`config.mk`:
```
export PLATFORM = sky130hd
export DESIGN_NAME = rps_top
export DESIGN_NICKNAME = d
export VERILOG_FILES = /design/src/pkg/rps_pkg.sv /design/src/logic/rps_top.sv
export VERILOG_INCLUDE_DIRS = /design/src /design/src/pkg
export SDC_FILE = /design/constraint.sdc
export NUM_CORES = 1
export LEC_CHECK = 0
export ABC_AREA = 1
export ABC_CLOCK_PERIOD_IN_PS = 3200
export BUFFER_PORTS_ARGS = -buffer_cell sky130_fd_sc_hd__buf_4
export CORE_MARGIN = 10
export CORE_UTILIZATION = 60
export CTS_CLUSTER_DIAMETER = 40
export DETAILED_ROUTE_END_ITERATION = 10
export GPL_ROUTABILITY_DRIVEN = 0
export HOLD_SLACK_MARGIN = 0.15
export PLACE_DENSITY_LB_ADDON = 0.1
export SLEW_MARGIN = 40
export SYNTH_ARGS = -nofsm -noshare
export SYNTH_HDL_FRONTEND = slang
export SYNTH_SLANG_ARGS = --single-unit
```
`constraint.sdc`:
```
create_clock -name I_MCLK -period 3.2 [get_ports I_MCLK]
set_input_delay 0.64 -clock I_MCLK [delete_from_list [all_inputs] [get_ports I_MCLK]]
set_output_delay 0.64 -clock I_MCLK [all_outputs]
set_load 0.02 [all_outputs]
```
`src/pkg/rps_defs.svh`:
```
// constants for the remappable pin select crossbar
`ifndef RPS_DEFS_SVH
`define RPS_DEFS_SVH

`define RPS_NUM_PINS      16
`define RPS_NUM_INS       14
`define RPS_SEL_W         5
// register index space: input fields from 0, pin output fields from 16
`define RPS_ADDR_OUT_BASE 5'h10
// reset values of the selector fields
`define RPS_IN_SEL_RST    5'h1f
`define RPS_OUT_SEL_RST   5'h00
// oscillator control low byte: unlock keys and lock bit position
`define RPS_UNLOCK_KEY1   8'h46
`define RPS_UNLOCK_KEY2   8'h57
`define RPS_LOCK_BIT      6
// oscillator configuration word: one-way bit position
`define RPS_ONE_WAY_BIT   5
// output selector codes
`define RPS_OUT_NULL      5'h00
`define RPS_OUT_UART_TX   5'h03
`define RPS_OUT_UART_RTS  5'h04
`define RPS_OUT_SPI_DO    5'h07
`define RPS_OUT_SPI_CLK   5'h08
`define RPS_OUT_SPI_SEL   5'h09
`define RPS_OUT_CMP_A     5'h12
`define RPS_OUT_CMP_B     5'h13

`endif

```
`src/pkg/rps_pkg.sv`:
```
// types for the remappable pin select crossbar
`default_nettype none
package rps_pkg;
	`include "rps_defs.svh"

	// peripheral input order in the input map
	typedef enum logic [3:0] {
		RPS_IN_IRQ_A   = 4'h0,
		RPS_IN_IRQ_B   = 4'h1,
		RPS_IN_TMR_B   = 4'h2,
		RPS_IN_TMR_C   = 4'h3,
		RPS_IN_CAP_A   = 4'h4,
		RPS_IN_CAP_B   = 4'h5,
		RPS_IN_CAP_G   = 4'h6,
		RPS_IN_CAP_H   = 4'h7,
		RPS_IN_FAULT_A = 4'h8,
		RPS_IN_URX     = 4'h9,
		RPS_IN_UCTS    = 4'ha,
		RPS_IN_SPI_DI  = 4'hb,
		RPS_IN_SPI_CK  = 4'hc,
		RPS_IN_SPI_SS  = 4'hd
	} rps_in_idx_t;

	// unlock sequence states
	typedef enum logic [2:0] {
		RPS_SEQ_IDLE  = 3'b001,
		RPS_SEQ_KEY1  = 3'b010,
		RPS_SEQ_ARMED = 3'b100
	} rps_seq_t;

	typedef logic [`RPS_NUM_INS-1:0][`RPS_SEL_W-1:0]  rps_in_map_t;
	typedef logic [`RPS_NUM_PINS-1:0][`RPS_SEL_W-1:0] rps_out_map_t;

	// whole state of the crossbar
	typedef struct packed {
		rps_in_map_t              in_map;
		rps_out_map_t             out_map;
		rps_in_map_t              in_shadow;
		rps_out_map_t             out_shadow;
		logic                     map_lock;
		logic                     lock_set_once;
		logic                     one_way;
		logic                     strap_done;
		rps_seq_t                 seq;
		logic [`RPS_NUM_PINS-1:0] sync1;
		logic [`RPS_NUM_PINS-1:0] sync2;
		logic [`RPS_NUM_PINS-1:0] sync3;
		logic [`RPS_NUM_PINS-1:0] pin_filt;
		logic [`RPS_NUM_INS-1:0]  periph_in;
		logic [`RPS_NUM_PINS-1:0] pin_out;
		logic [`RPS_NUM_PINS-1:0] pin_sel;
		logic                     mismatch;
	} rps_state_t;
endpackage : rps_pkg
`default_nettype wire

```
`src/logic/rps_top.sv`:
```
// remappable pin select crossbar: input/output maps, lock sequence, shadow check
`timescale 1ns/1ps
`default_nettype none
// the port widths below need the constants even when this file is read on its own
`include "rps_defs.svh"
module rps_top
	import rps_pkg::*;
(
	input  wire logic                     I_MCLK,
	input  wire logic                     I_RST_N,
	input  wire logic                     I_MAP_WR,
	input  wire logic [4:0]               I_MAP_ADDR,
	input  wire logic [`RPS_SEL_W-1:0]    I_MAP_WDATA,
	input  wire logic                     I_OSC_WR,
	input  wire logic [7:0]               I_OSC_WDATA,
	input  wire logic [7:0]               I_OSC_CONFIG_WORD,
	input  wire logic [`RPS_NUM_PINS-1:0] I_PIN_IN,
	input  wire logic                     I_UART_TX_OUT,
	input  wire logic                     I_UART_RTS_OUT,
	input  wire logic                     I_SPI_DATA_OUT,
	input  wire logic                     I_SPI_CLK_OUT,
	input  wire logic                     I_SPI_SELECT_OUT,
	input  wire logic                     I_COMPARE_OUT_A,
	input  wire logic                     I_COMPARE_OUT_B,
	output logic                          O_EXT_IRQ_A,
	output logic                          O_EXT_IRQ_B,
	output logic                          O_TIMER_B_EXT_CLK,
	output logic                          O_TIMER_C_EXT_CLK,
	output logic                          O_CAPTURE_CH_A,
	output logic                          O_CAPTURE_CH_B,
	output logic                          O_CAPTURE_CH_G,
	output logic                          O_CAPTURE_CH_H,
	output logic                          O_COMPARE_FAULT_A,
	output logic                          O_UART_RX_IN,
	output logic                          O_UART_CTS_IN,
	output logic                          O_SPI_DATA_IN,
	output logic                          O_SPI_CLK_IN,
	output logic                          O_SPI_SELECT_IN,
	output logic [`RPS_NUM_PINS-1:0]      O_PIN_OUT,
	output logic [`RPS_NUM_PINS-1:0]      O_PIN_SEL,
	output logic                          O_MAP_LOCK,
	output logic                          O_ONE_WAY,
	output logic [`RPS_NUM_INS*5-1:0]     O_IN_MAP,
	output logic [`RPS_NUM_PINS*5-1:0]    O_OUT_MAP,
	output logic                          O_CFG_MISMATCH_RST
);

	// reset image: inputs point at the tie-low code, outputs at null
	localparam rps_state_t ST_RST = '{
		in_map:        {`RPS_NUM_INS{`RPS_IN_SEL_RST}},
		out_map:       {`RPS_NUM_PINS{`RPS_OUT_SEL_RST}},
		in_shadow:     {`RPS_NUM_INS{`RPS_IN_SEL_RST}},
		out_shadow:    {`RPS_NUM_PINS{`RPS_OUT_SEL_RST}},
		map_lock:      1'b0,
		lock_set_once: 1'b0,
		one_way:       1'b1,
		strap_done:    1'b0,
		seq:           RPS_SEQ_IDLE,
		sync1:         '0,
		sync2:         '0,
		sync3:         '0,
		pin_filt:      '0,
		periph_in:     '0,
		pin_out:       '0,
		pin_sel:       '0,
		mismatch:      1'b0
	};

	rps_state_t st_q;
	rps_state_t st_d;

	logic       map_wr_ok;
	logic       is_out_addr;
	logic [3:0] field_idx;
	logic [4:0] code;
	logic [4:0] isel;

	// field index within the addressed half of the map
	assign is_out_addr = I_MAP_ADDR[4];
	assign field_idx   = I_MAP_ADDR[3:0];
	// a write while locked is accepted at the port but dropped here
	assign map_wr_ok   = I_MAP_WR && !st_q.map_lock;

	// next-state logic for the whole block
	always_comb begin
		st_d = st_q;

		// strap capture one cycle after reset release, never during reset
		if (!st_q.strap_done) begin
			st_d.one_way    = I_OSC_CONFIG_WORD[`RPS_ONE_WAY_BIT];
			st_d.strap_done = 1'b1;
		end

		// map writes: live and shadow updated together, so only upsets differ
		if (map_wr_ok) begin
			if (is_out_addr) begin
				st_d.out_map[field_idx]    = I_MAP_WDATA;
				st_d.out_shadow[field_idx] = I_MAP_WDATA;
			end else if (field_idx < 4'(`RPS_NUM_INS)) begin
				st_d.in_map[field_idx]    = I_MAP_WDATA;
				st_d.in_shadow[field_idx] = I_MAP_WDATA;
			end
		end

		// unlock sequence on writes to the control low byte
		if (I_OSC_WR) begin
			case (st_q.seq)
				RPS_SEQ_IDLE: begin
					if (I_OSC_WDATA == `RPS_UNLOCK_KEY1)
						st_d.seq = RPS_SEQ_KEY1;
				end
				RPS_SEQ_KEY1: begin
					if (I_OSC_WDATA == `RPS_UNLOCK_KEY2)
						st_d.seq = RPS_SEQ_ARMED;
					else if (I_OSC_WDATA == `RPS_UNLOCK_KEY1)
						st_d.seq = RPS_SEQ_KEY1;
					else
						st_d.seq = RPS_SEQ_IDLE;
				end
				RPS_SEQ_ARMED: begin
					// the very next write decides the lock, then the key is spent
					st_d.seq = RPS_SEQ_IDLE;
					if (I_OSC_WDATA[`RPS_LOCK_BIT]) begin
						st_d.map_lock      = 1'b1;
						st_d.lock_set_once = 1'b1;
					end else if (!(st_q.one_way && st_q.lock_set_once)) begin
						st_d.map_lock = 1'b0;
					end
				end
				default: begin
					st_d.seq = RPS_SEQ_IDLE;
				end
			endcase
		end
		// no timer touches map_lock, so it stays put between sessions

		// pin inputs: three stages, a change counts once stage 2 and 3 agree
		st_d.sync1 = I_PIN_IN;
		st_d.sync2 = st_q.sync1;
		st_d.sync3 = st_q.sync2;
		for (int p = 0; p < `RPS_NUM_PINS; p++) begin
			if (st_q.sync2[p] == st_q.sync3[p])
				st_d.pin_filt[p] = st_q.sync3[p];
		end

		// input crossbar: codes past the last pin feed a low level
		for (int i = 0; i < `RPS_NUM_INS; i++) begin
			isel = st_q.in_map[i];
			if (isel < 5'(`RPS_NUM_PINS))
				st_d.periph_in[i] = st_q.pin_filt[isel[3:0]];
			else
				st_d.periph_in[i] = 1'b0;
		end

		// output crossbar: per pin, unknown codes behave like null
		for (int p = 0; p < `RPS_NUM_PINS; p++) begin
			code = st_q.out_map[p];
			st_d.pin_sel[p] = 1'b1;
			case (code)
				`RPS_OUT_UART_TX:  st_d.pin_out[p] = I_UART_TX_OUT;
				`RPS_OUT_UART_RTS: st_d.pin_out[p] = I_UART_RTS_OUT;
				`RPS_OUT_SPI_DO:   st_d.pin_out[p] = I_SPI_DATA_OUT;
				`RPS_OUT_SPI_CLK:  st_d.pin_out[p] = I_SPI_CLK_OUT;
				`RPS_OUT_SPI_SEL:  st_d.pin_out[p] = I_SPI_SELECT_OUT;
				`RPS_OUT_CMP_A:    st_d.pin_out[p] = I_COMPARE_OUT_A;
				`RPS_OUT_CMP_B:    st_d.pin_out[p] = I_COMPARE_OUT_B;
				default: begin
					// null code hands the pin back to the port
					st_d.pin_out[p] = 1'b0;
					st_d.pin_sel[p] = 1'b0;
				end
			endcase
		end

		// continuous shadow check; sticky until the reset it requests arrives
		if ((st_q.in_map != st_q.in_shadow) || (st_q.out_map != st_q.out_shadow))
			st_d.mismatch = 1'b1;
	end

	// single state register
	always_ff @(posedge I_MCLK or negedge I_RST_N) begin
		if (!I_RST_N) begin
			st_q <= ST_RST;
		end else begin
			st_q <= st_d;
		end
	end

	// peripheral inputs, one per remappable function
	assign O_EXT_IRQ_A        = st_q.periph_in[RPS_IN_IRQ_A];
	assign O_EXT_IRQ_B        = st_q.periph_in[RPS_IN_IRQ_B];
	assign O_TIMER_B_EXT_CLK  = st_q.periph_in[RPS_IN_TMR_B];
	assign O_TIMER_C_EXT_CLK  = st_q.periph_in[RPS_IN_TMR_C];
	assign O_CAPTURE_CH_A     = st_q.periph_in[RPS_IN_CAP_A];
	assign O_CAPTURE_CH_B     = st_q.periph_in[RPS_IN_CAP_B];
	assign O_CAPTURE_CH_G     = st_q.periph_in[RPS_IN_CAP_G];
	assign O_CAPTURE_CH_H     = st_q.periph_in[RPS_IN_CAP_H];
	assign O_COMPARE_FAULT_A  = st_q.periph_in[RPS_IN_FAULT_A];
	assign O_UART_RX_IN       = st_q.periph_in[RPS_IN_URX];
	assign O_UART_CTS_IN      = st_q.periph_in[RPS_IN_UCTS];
	assign O_SPI_DATA_IN      = st_q.periph_in[RPS_IN_SPI_DI];
	assign O_SPI_CLK_IN       = st_q.periph_in[RPS_IN_SPI_CK];
	assign O_SPI_SELECT_IN    = st_q.periph_in[RPS_IN_SPI_SS];

	// pin side and status, all straight from the state register
	assign O_PIN_OUT          = st_q.pin_out;
	assign O_PIN_SEL          = st_q.pin_sel;
	assign O_MAP_LOCK         = st_q.map_lock;
	assign O_ONE_WAY          = st_q.one_way;
	assign O_IN_MAP           = st_q.in_map;
	assign O_OUT_MAP          = st_q.out_map;
	assign O_CFG_MISMATCH_RST = st_q.mismatch;

endmodule : rps_top
`default_nettype wire

```
==> flow_summary.toml, run 1 <==
[run_status]
run_status = "completed"

[setup_path]
cp_cell_sequence = "buf_4"
slowest_delay_ns = 0.66
critPathArrivalTime_ns = 1.37
cp-start-kind = "flip-flop"
cp.required_ns = 2.56
crit_type = "reg -> out"
endpoint_kind = "primary output"
crit_fanout = 11
slowest_stage = "dfstp_2"
path_delay_family = "flip-flops"
cp_num_buf_inv = 1

[placement]
hpwl_mm = 29.1
portBuffers = 243
dpl_cell_area_um2 = 15400

[sta]
finalSetupViolations = 0
fin_worst_skew_ns = 0.0141
period_needed_ns = 2.01
worstMarginPinSlew_ns = 0.781
rsz0062_at_grt = "no"
hold_viol_final = 0
slew-limit-headroom_pct = 47.9
drv_slew = 0
post-route-period-util_pct = 62.7
fmax_ghz = 0.498
fin_setup_tns_ns = 0

[logic_synthesis]
yosysSeqAreaShare_pct = 46.1
synthTopCellsByArea = "dfrtp_1 (33%), dfstp_2 (13%), nand2_1 (12%), buf_4 (9.4%), nand3_1 (8.5%)"
yosys_warnings = 0
yosys.area.top_type = "dfrtp_1"
synth.most_common_cell = "nand2_1"
synth_cell_types = 40
synthCells = 1889
syn_avg_cell_area_um2 = 7.77
synth-seq-cells = 267
syn-num-nets = 1942
synth_top_area_share_pct = 33.2
ys.flop_type = "dfrtp_1"
synth_common_cells = "nand2_1 (485), nand3_1 (248), dfrtp_1 (195)"
async_reset_ff_share_pct = 100
syn_area_um2 = 14700
synth_edf_count = 0

[clock_tree]
clock_latency_ns = 0.52
clkSinkCount = 267
postCtsSetupBuffers = 0
clockRootBuffer = "clkbuf_16"
path_clk_slew_ns = 0.06
clockBufferDepth = 3
numCtsBuffers = 42
h-tree-depth = 2
cts_tree = "built"

[job]
drv_cap = 0

[global_route]
grt_pass1_vias = 12400
antenna_found_initial = 0
grt_overflow_total = 0
grt_max_degree = 75
grt_usage_pct = 26.6
grt_pass1_wl_mm = 66.6

[route]
vias = 12900
wl_per_cell_um = 18.5
drc_errors = 0
firstDrtPassIters = 8
drt-total-wl_mm = 42.8
drt-initial-drc-count = 1429
ant_nets = 0
viasPerCell = 5.56

[cells_and_area]
stdcell_area_um2 = 17000
nets = 2009
antenna_cells = 0
synthToLayoutAreaGrowth_pct = 15.5
layout-drive-gt1-share_pct = 22.3

[pwr]
power.switching_w = 0.00458
seqPwrFrac_pct = 36.6
p_int_w = 0.00852
power.share.clock_pct = 36.5
switching_share_pct = 34.9
leakagePower_nw = 8.25
power_frac_comb_pct = 27.0
p_per_area_nw_per_um2 = 773
ir_drop_mv = 0.623

[floorplan]
start_util_pct = 60.7
rows = 57
chipWidth_um = 176
coreArea_um2 = 24200
dieArea_um2 = 31100
pin_count = 252
die_y_um = 176

[min_path]
hp-class = "in -> reg"
==> cell usage in the layout (no fill, tap or decap), types with 7 or more instances in the layout <==
cell / count
a21oi_1: 24
nand4_1: 33
buf_4: 256
o21ai_0: 100
nand2_1: 485
dfrtp_1: 195
clkinv_4: 7
nand2_2: 14
a31oi_1: 7
clkbuf_16: 43
nor2_1: 120
inv_6: 8
nor3_1: 44
o21ai_1: 60
inv_1: 169
nand2_4: 10
maj3_1: 16
dfstp_2: 72
nand3_1: 248
==> worst paths after layout <==
| path | slack (ns) | endpoint | start | depth (start not counted) |
|---|---|---|---|---|
| max in group asynchronous | 1.69 | O_IN_MAP[29] | I_RST_N | 3 |
| worst max register to register | 1.32 | O_IN_MAP[3] | O_MAP_LOCK | 5 |
| worst min register to register | 0.34 | st_d[76] | st_d[92] | 0 |
| min in group asynchronous | 0.69 | st_q[67] | I_RST_N | 2 |
| worst min-delay path | 0.22 | st_d[89] | I_PIN_IN[10] | 1 |
| worst max-delay path | 1.19 | O_IN_MAP[50] | O_IN_MAP[50] | 1 |
==> what timing repair did <==
item | 4_1_cts | 5_1_grt
gates resized for setup | 0 | 0
endpoints found under the hold margin | 22 | 0
hold buffers | 1 | 0
==> stage by stage <==
step                      cells  power (W)  util (%)  worst slack [ns]  hold WS, ns
after global routing       2313     0.0138      70.1              1.16        0.206
after floorplan            1889    0.00742         -              1.63        0.331
after detailed placement   2235    0.00833      63.9             0.996        0.335
after CTS                  2313     0.0131      70.1              1.19        0.205
final                      2313     0.0131      70.1              1.19        0.219
after global placement     2235    0.00823      63.9              1.04        0.332
==> flip-flops by register name (all words and copies together) (netlist names) <==
register,count
O_OUT_MAP,75
O_IN_MAP,65
st_q,37
st_d,32
O_PIN_OUT,16
O_PIN_SEL,16
code,5
isel,5
O_CAPTURE_CH_A,1
O_CAPTURE_CH_B,1
O_CAPTURE_CH_G,1
O_CAPTURE_CH_H,1
O_COMPARE_FAULT_A,1
O_EXT_IRQ_A,1
O_EXT_IRQ_B,1
O_MAP_LOCK,1
O_ONE_WAY,1
O_SPI_CLK_IN,1
O_SPI_DATA_IN,1
O_SPI_SELECT_IN,1
O_TIMER_B_EXT_CLK,1
O_TIMER_C_EXT_CLK,1
O_UART_CTS_IN,1
O_UART_RX_IN,1
==> metal layers <==
layer  wire length [um]  track usage, %  vias up
li1                   -               -     6115
met1              17200            34.5     5959
met3               4730            7.54      108
met4               1120            8.62        0
met5                  0               0        -
met2              19700            42.3      684
==> logic make-up after synthesis <==
| kind of cell | after synthesis | synth area share, % |
|---|---|---|
| compound gates | 213 | 7.73 |
| mux | 1 | 0.0767 |
| simple gates | 980 | 29.5 |
| other cells | 2 | 0.0512 |
| buf+inv | 410 | 15.4 |
| fa+ha+maj | 16 | 1.09 |
| flops | 267 | 46.1 |
==> layout make-up <==
class / count / area, um2
clock buffer: 50 / 1140
clock inverter: 27 / 355
fill: 1938 / 7220
inverter: 173 / 649
multi-input combinational: 1212 / 5640
sequential: 267 / 6770
tap: 324 / 405
timing repair buffer: 260 / 1990
==> power by group through the flow <==
stage          combinational, W  clock (W)  sequential (W)
3_5_place_dp            0.00352          0         0.00481
6_report                0.00353    0.00478         0.00479
3_3_place_gp            0.00344          0         0.00479
4_1_cts                 0.00355    0.00483         0.00477
2_1_floorplan           0.00280          0         0.00462
5_1_grt                 0.00389    0.00500         0.00488
Note: power is estimated with default switching activity, not from simulation.
==> run 2: changes to the inputs <==
--- a/config.mk
+++ b/config.mk
@@ -7,10 +7,10 @@
 export NUM_CORES = 1
 export LEC_CHECK = 0
 export ABC_AREA = 1
-export ABC_CLOCK_PERIOD_IN_PS = 3200
+export ABC_CLOCK_PERIOD_IN_PS = 1700
 export BUFFER_PORTS_ARGS = -buffer_cell sky130_fd_sc_hd__buf_4
 export CORE_MARGIN = 10
-export CORE_UTILIZATION = 60
+export CORE_UTILIZATION = 52
 export CTS_CLUSTER_DIAMETER = 40
 export DETAILED_ROUTE_END_ITERATION = 10
 export GPL_ROUTABILITY_DRIVEN = 0
==> constraint.sdc (replaced) <==
create_clock -name I_MCLK -period 1.7 [get_ports I_MCLK]
set_input_delay 0.34 -clock I_MCLK [delete_from_list [all_inputs] [get_ports I_MCLK]]
set_output_delay 0.34 -clock I_MCLK [all_outputs]
set_load 0.02 [all_outputs]
==> flow_summary.toml, run 2 (same netlist as run 1, synthesis figures left out) <==
[route]
drt-initial-drc-count = 1059
firstDrtPassIters = 7
vias = 13000
wl_per_cell_um = 17.7
viasPerCell = 5.32
drt-total-wl_mm = 43.3
drc_errors = 0
ant_nets = 0

[clock_tree]
clockBufferDepth = 3
path_clk_slew_ns = 0.06
clock_latency_ns = 0.53
cts_tree = "built"
clockRootBuffer = "clkbuf_16"
clkSinkCount = 267
h-tree-depth = 2
numCtsBuffers = 42

[sta]
hold_viol_final = 0
hold-worst-slack_ns = 0.200
post-route-period-util_pct = 98.2
fmax_ghz = 0.599
finalSetupViolations = 0
fin_worst_skew_ns = 0.0188
fin_setup_tns_ns = 0
period_needed_ns = 1.67
rsz0062_at_grt = "no"
drv_slew = 0

[floorplan]
coreArea_um2 = 27900
chipWidth_um = 188
die_y_um = 188
dieArea_um2 = 35400
start_util_pct = 52.7
pin_count = 252
rows = 61

[global_route]
grt_max_degree = 85
grt_pass1_vias = 12400
busiest_layer = "met2"
grt_pass1_wl_mm = 68.4
grt_usage_pct = 23.8
antenna_found_initial = 1
grt_overflow_total = 0
met3_usage_pct = 6.70
grtUsageMet1_pct = 31.7
met2_usage_pct = 37.1

[cells_and_area]
final_common_cell = "nand2_1"
synthToLayoutAreaGrowth_pct = 20.3
layout-drive-gt1-share_pct = 24.0
nets = 2087
mostFrequentLayoutCells = "nand2_1 (485), buf_4 (299), nand3_1 (248), dfrtp_1 (195), inv_1 (169)"
stdcell_area_um2 = 17700
fin_util_pct = 63.4
antenna_cells = 0
largest_register_ffs = 75

[setup_path]
path_delay_family = "flip-flops"
crit_fanout = 11
cp_cell_sequence = "buf_4"
crit_type = "reg -> out"
slowest_stage = "dfstp_2"
critPathArrivalTime_ns = 1.33
cp-start-kind = "flip-flop"
cp.required_ns = 1.36
slowest_delay_ns = 0.63
cp_num_buf_inv = 1
endpoint_kind = "primary output"

[pwr]
leakagePower_nw = 8.59
total_power_w = 0.0243
ir_drop_mv = 0.752
p_per_area_nw_per_um2 = 1380

[placement]
portBuffers = 243
dpl_cell_area_um2 = 15800
hpwl_mm = 30.0

[min_path]
hp-class = "in -> reg"

[run_status]
run_status = "completed"

[job]
drv_cap = 0
-- run 2: cell count changes in the layout (fill, tap and decap cells not counted), moves of 5 or more --
cell	change
dlygate4sd3_1	+26
clkbuf_8	+5
bufinv_16	-5
buf_12	+6
buf_4	+43
-- run 2: path summary, 6_finish.rpt --
check / from / end / slack [ns] / cells past startpoint
max reg2reg: O_MAP_LOCK / O_OUT_MAP[59] / 0.16 / 7
max in group asynchronous: I_RST_N / O_IN_MAP[50] / 0.83 / 4
min reg2reg: st_d[81] / st_d[65] / 0.34 / 0
max: O_IN_MAP[20] / O_IN_MAP[20] / 0.03 / 1
min: I_OSC_WDATA[4] / st_q[113] / 0.20 / 5
min in group asynchronous: I_RST_N / st_q[57] / 0.21 / 2
-- run 2: metrics by stage --
stage / instances / setup WS, ns
after floorplan: 1889 / 0.272
after global placement: 2320 / 0.198
after detailed placement: 2320 / 0.167
after CTS: 2426 / 0.000580
after global routing: 2444 / 0.000319
final: 2444 / 0.0312
-- run 2: cell type report --
| class | instances | area, um2 |
|---|---|---|
| clock buffers | 55 | 1210 |
| clock inverters | 21 | 190 |
| fillers | 2410 | 10200 |
| inverters | 173 | 649 |
| multi-input cells | 1212 | 5640 |
| flip-flops and latches | 267 | 6770 |
| well taps | 378 | 473 |
| repair buffers | 338 | 2720 |
-- run 2: what timing repair did --
| action | in CTS | in global routing |
|---|---|---|
| buffers inserted | 4 | 18 |
| endpoints found under the hold margin | 225 | 0 |
| hold buffers | 27 | 0 |
| pin swaps | 0 | 0 |
| setup endpoints to repair | 6 | 7 |
| resized for setup | 3 | 0 |
-- run 2: report_power, final --
group          internal, W  leakage, nW  total (W)  switching [W]
logic              0.00277         4.73    0.00702        0.00425
registers          0.00771         3.18    0.00892        0.00121
clock network      0.00522        0.675    0.00835        0.00313
-- run 2: layer usage --
layer  vias up  part of all wire [%]
li1       6288                     -
met1      6060                    42
met2       564                    45
met3        89                    10
met4         0                   2.5
met5         -                     0
==> run 3: changes to the inputs <==
--- a/config.mk
+++ b/config.mk
@@ -10,7 +10,7 @@
 export ABC_CLOCK_PERIOD_IN_PS = 1700
 export BUFFER_PORTS_ARGS = -buffer_cell sky130_fd_sc_hd__buf_4
 export CORE_MARGIN = 10
-export CORE_UTILIZATION = 52
+export CORE_UTILIZATION = 40
 export CTS_CLUSTER_DIAMETER = 40
 export DETAILED_ROUTE_END_ITERATION = 10
 export GPL_ROUTABILITY_DRIVEN = 0
==> flow_summary.toml, run 3 (same netlist as run 1, synthesis figures left out) <==
[cells_and_area]
multiInputGateArea_um2 = 5650
mostFrequentLayoutCells = "nand2_1 (484), buf_4 (311), nand3_1 (248), dfrtp_1 (195), inv_1 (169)"
largest_register_ffs = 75
nets = 2116
num-fill-cells = 3480
layoutNonFillerInstCount = 2573
seq_area_um2 = 6770
stdcell_area_um2 = 18300
synthToLayoutAreaGrowth_pct = 24.7
layout-drive-gt1-share_pct = 25.2
final_common_cell = "nand2_1"

[route]
drt-initial-drc-count = 987
wl_per_cell_um = 19.0
viasPerCell = 5.15
firstDrtPassIters = 5
drt-total-wl_mm = 48.9
ant_nets = 0
vias = 13300
drc_errors = 0

[sta]
fmax_ghz = 0.600
hold_viol_final = 0
worstMarginPinSlew_ns = 0.606
post-route-period-util_pct = 98.0
finalSetupViolations = 0
rsz0062_at_grt = "yes"
drv_slew = 0
fin_worst_skew_ns = 0.0157
period_needed_ns = 1.67
slew-limit-headroom_pct = 59.5

[setup_path]
crit_type = "reg -> out"
slowest_stage = "dfstp_2"
slowest_delay_ns = 0.53
rr_worst_depth = 6
path_delay_family = "flip-flops"
cp-startpoint = "isel[0]"
critPathArrivalTime_ns = 1.33
cp.required_ns = 1.36
cp.depth = 2
r2r-start = "O_MAP_LOCK"
cp_num_buf_inv = 2
crit_top_cell = "buf_6"
cp-start-kind = "flip-flop"
cp_cell_sequence = "buf_6, buf_6"
setup.worst_path.end = "O_IN_MAP[65]"
rrSetupSlack_ns = 0.16
crit_fanout = 2
rr_endpoint = "O_IN_MAP[4]"
endpoint_kind = "primary output"

[global_route]
grt_overflow_total = 0
grt_pass1_vias = 12800
grt_pass1_wl_mm = 74.7
grt_max_degree = 60
antenna_found_initial = 5
grt_usage_pct = 21.5

[pwr]
p_per_area_nw_per_um2 = 1440
leakagePower_nw = 8.87
ir_drop_mv = 0.810

[clock_tree]
clock_latency_ns = 0.57
path_clk_slew_ns = 0.05
numCtsBuffers = 49
clkSinkCount = 267
h-tree-depth = 2
cts_tree = "built"
clockRootBuffer = "clkbuf_16"
clockBufferDepth = 3

[placement]
hpwl_mm = 33.4
dp_cells = 2420
dpl_cell_area_um2 = 16000
portBuffers = 243

[min_path]
hold_depth = 4
hp-class = "in -> reg"
hp-start = "I_MAP_ADDR[2]"

[floorplan]
pin_count = 252
dieArea_um2 = 44800
rows = 70
coreArea_um2 = 36400
chipWidth_um = 212
start_util_pct = 40.3
die_y_um = 212

[run_status]
run_status = "completed"

[job]
drv_cap = 0
run 3: area by class of cell:
class / count / share of cell area [%]
Clock inverter: 33 / 2.08
Tap cell: 468 / 3.20
Multi-Input combinational cell: 1212 / 30.8
Inverter: 173 / 3.55
Timing Repair Buffer: 360 / 16.1
Clock buffer: 59 / 7.30
Sequential cell: 267 / 37.0
Antenna cell: 1 / 0.0137
run 3: worst min path at each step:
stage                     end  slack, ns
6_report          O_IN_MAP[1]       0.19
5_1_grt          O_PIN_OUT[3]       0.20
4_1_cts           O_IN_MAP[3]       0.16
3_5_place_dp         st_d[94]       0.25
3_3_place_gp         st_d[94]       0.24
2_1_floorplan  O_CAPTURE_CH_A       0.04
run 3: repair_timing:
action,in CTS,in global routing
endpoints found under the hold margin,236,0
resized for setup,7,4
buffers inserted,24,8
hold buffers,30,0
setup endpoints to repair,25,13
run 3: metrics by stage:
stage | hold WS, ns | util (%) | setup WS, ns | TNS [ns] | power, W
after global routing | 0.195 | 50.3 | -0.00774 | -0.00774 | 0.0277
after floorplan | 0.0444 | - | 0.272 | 0 | 0.0140
after CTS | 0.163 | 50.1 | -0.0570 | -0.0570 | 0.0265
final | 0.189 | 50.3 | 0.0334 | 0 | 0.0263
after detailed placement | 0.249 | 44.0 | 0.141 | 0 | 0.0160
after global placement | 0.243 | 44.0 | 0.149 | 0 | 0.0159
run 3: tightest hold or removal path: cells and delay by family:
family	cells	cell delay, ns
AO/OA/AOI/OAI	1	0.10
buffers and inverters	1	0.09
AND/OR/NAND/NOR	2	0.21
run 3: power breakdown:
part | total [W] | leakage [nW] | switching, W | internal (W)
clock | 0.0101 | 0.822 | 0.00353 | 0.00657
sequential | 0.00883 | 3.18 | 0.00112 | 0.00771
combinational | 0.00737 | 4.87 | 0.00450 | 0.00287
run 3: routing by layer:
| metal | global-route usage, % | vias to the layer above | wire (um) |
|---|---|---|---|
| met5 | 0 | - | 59 |
| met4 | 6.92 | 8 | 1140 |
| met3 | 7.56 | 98 | 4890 |
| met2 | 32.8 | 547 | 21800 |
| met1 | 27.9 | 6249 | 21000 |
| li1 | - | 6350 | - |
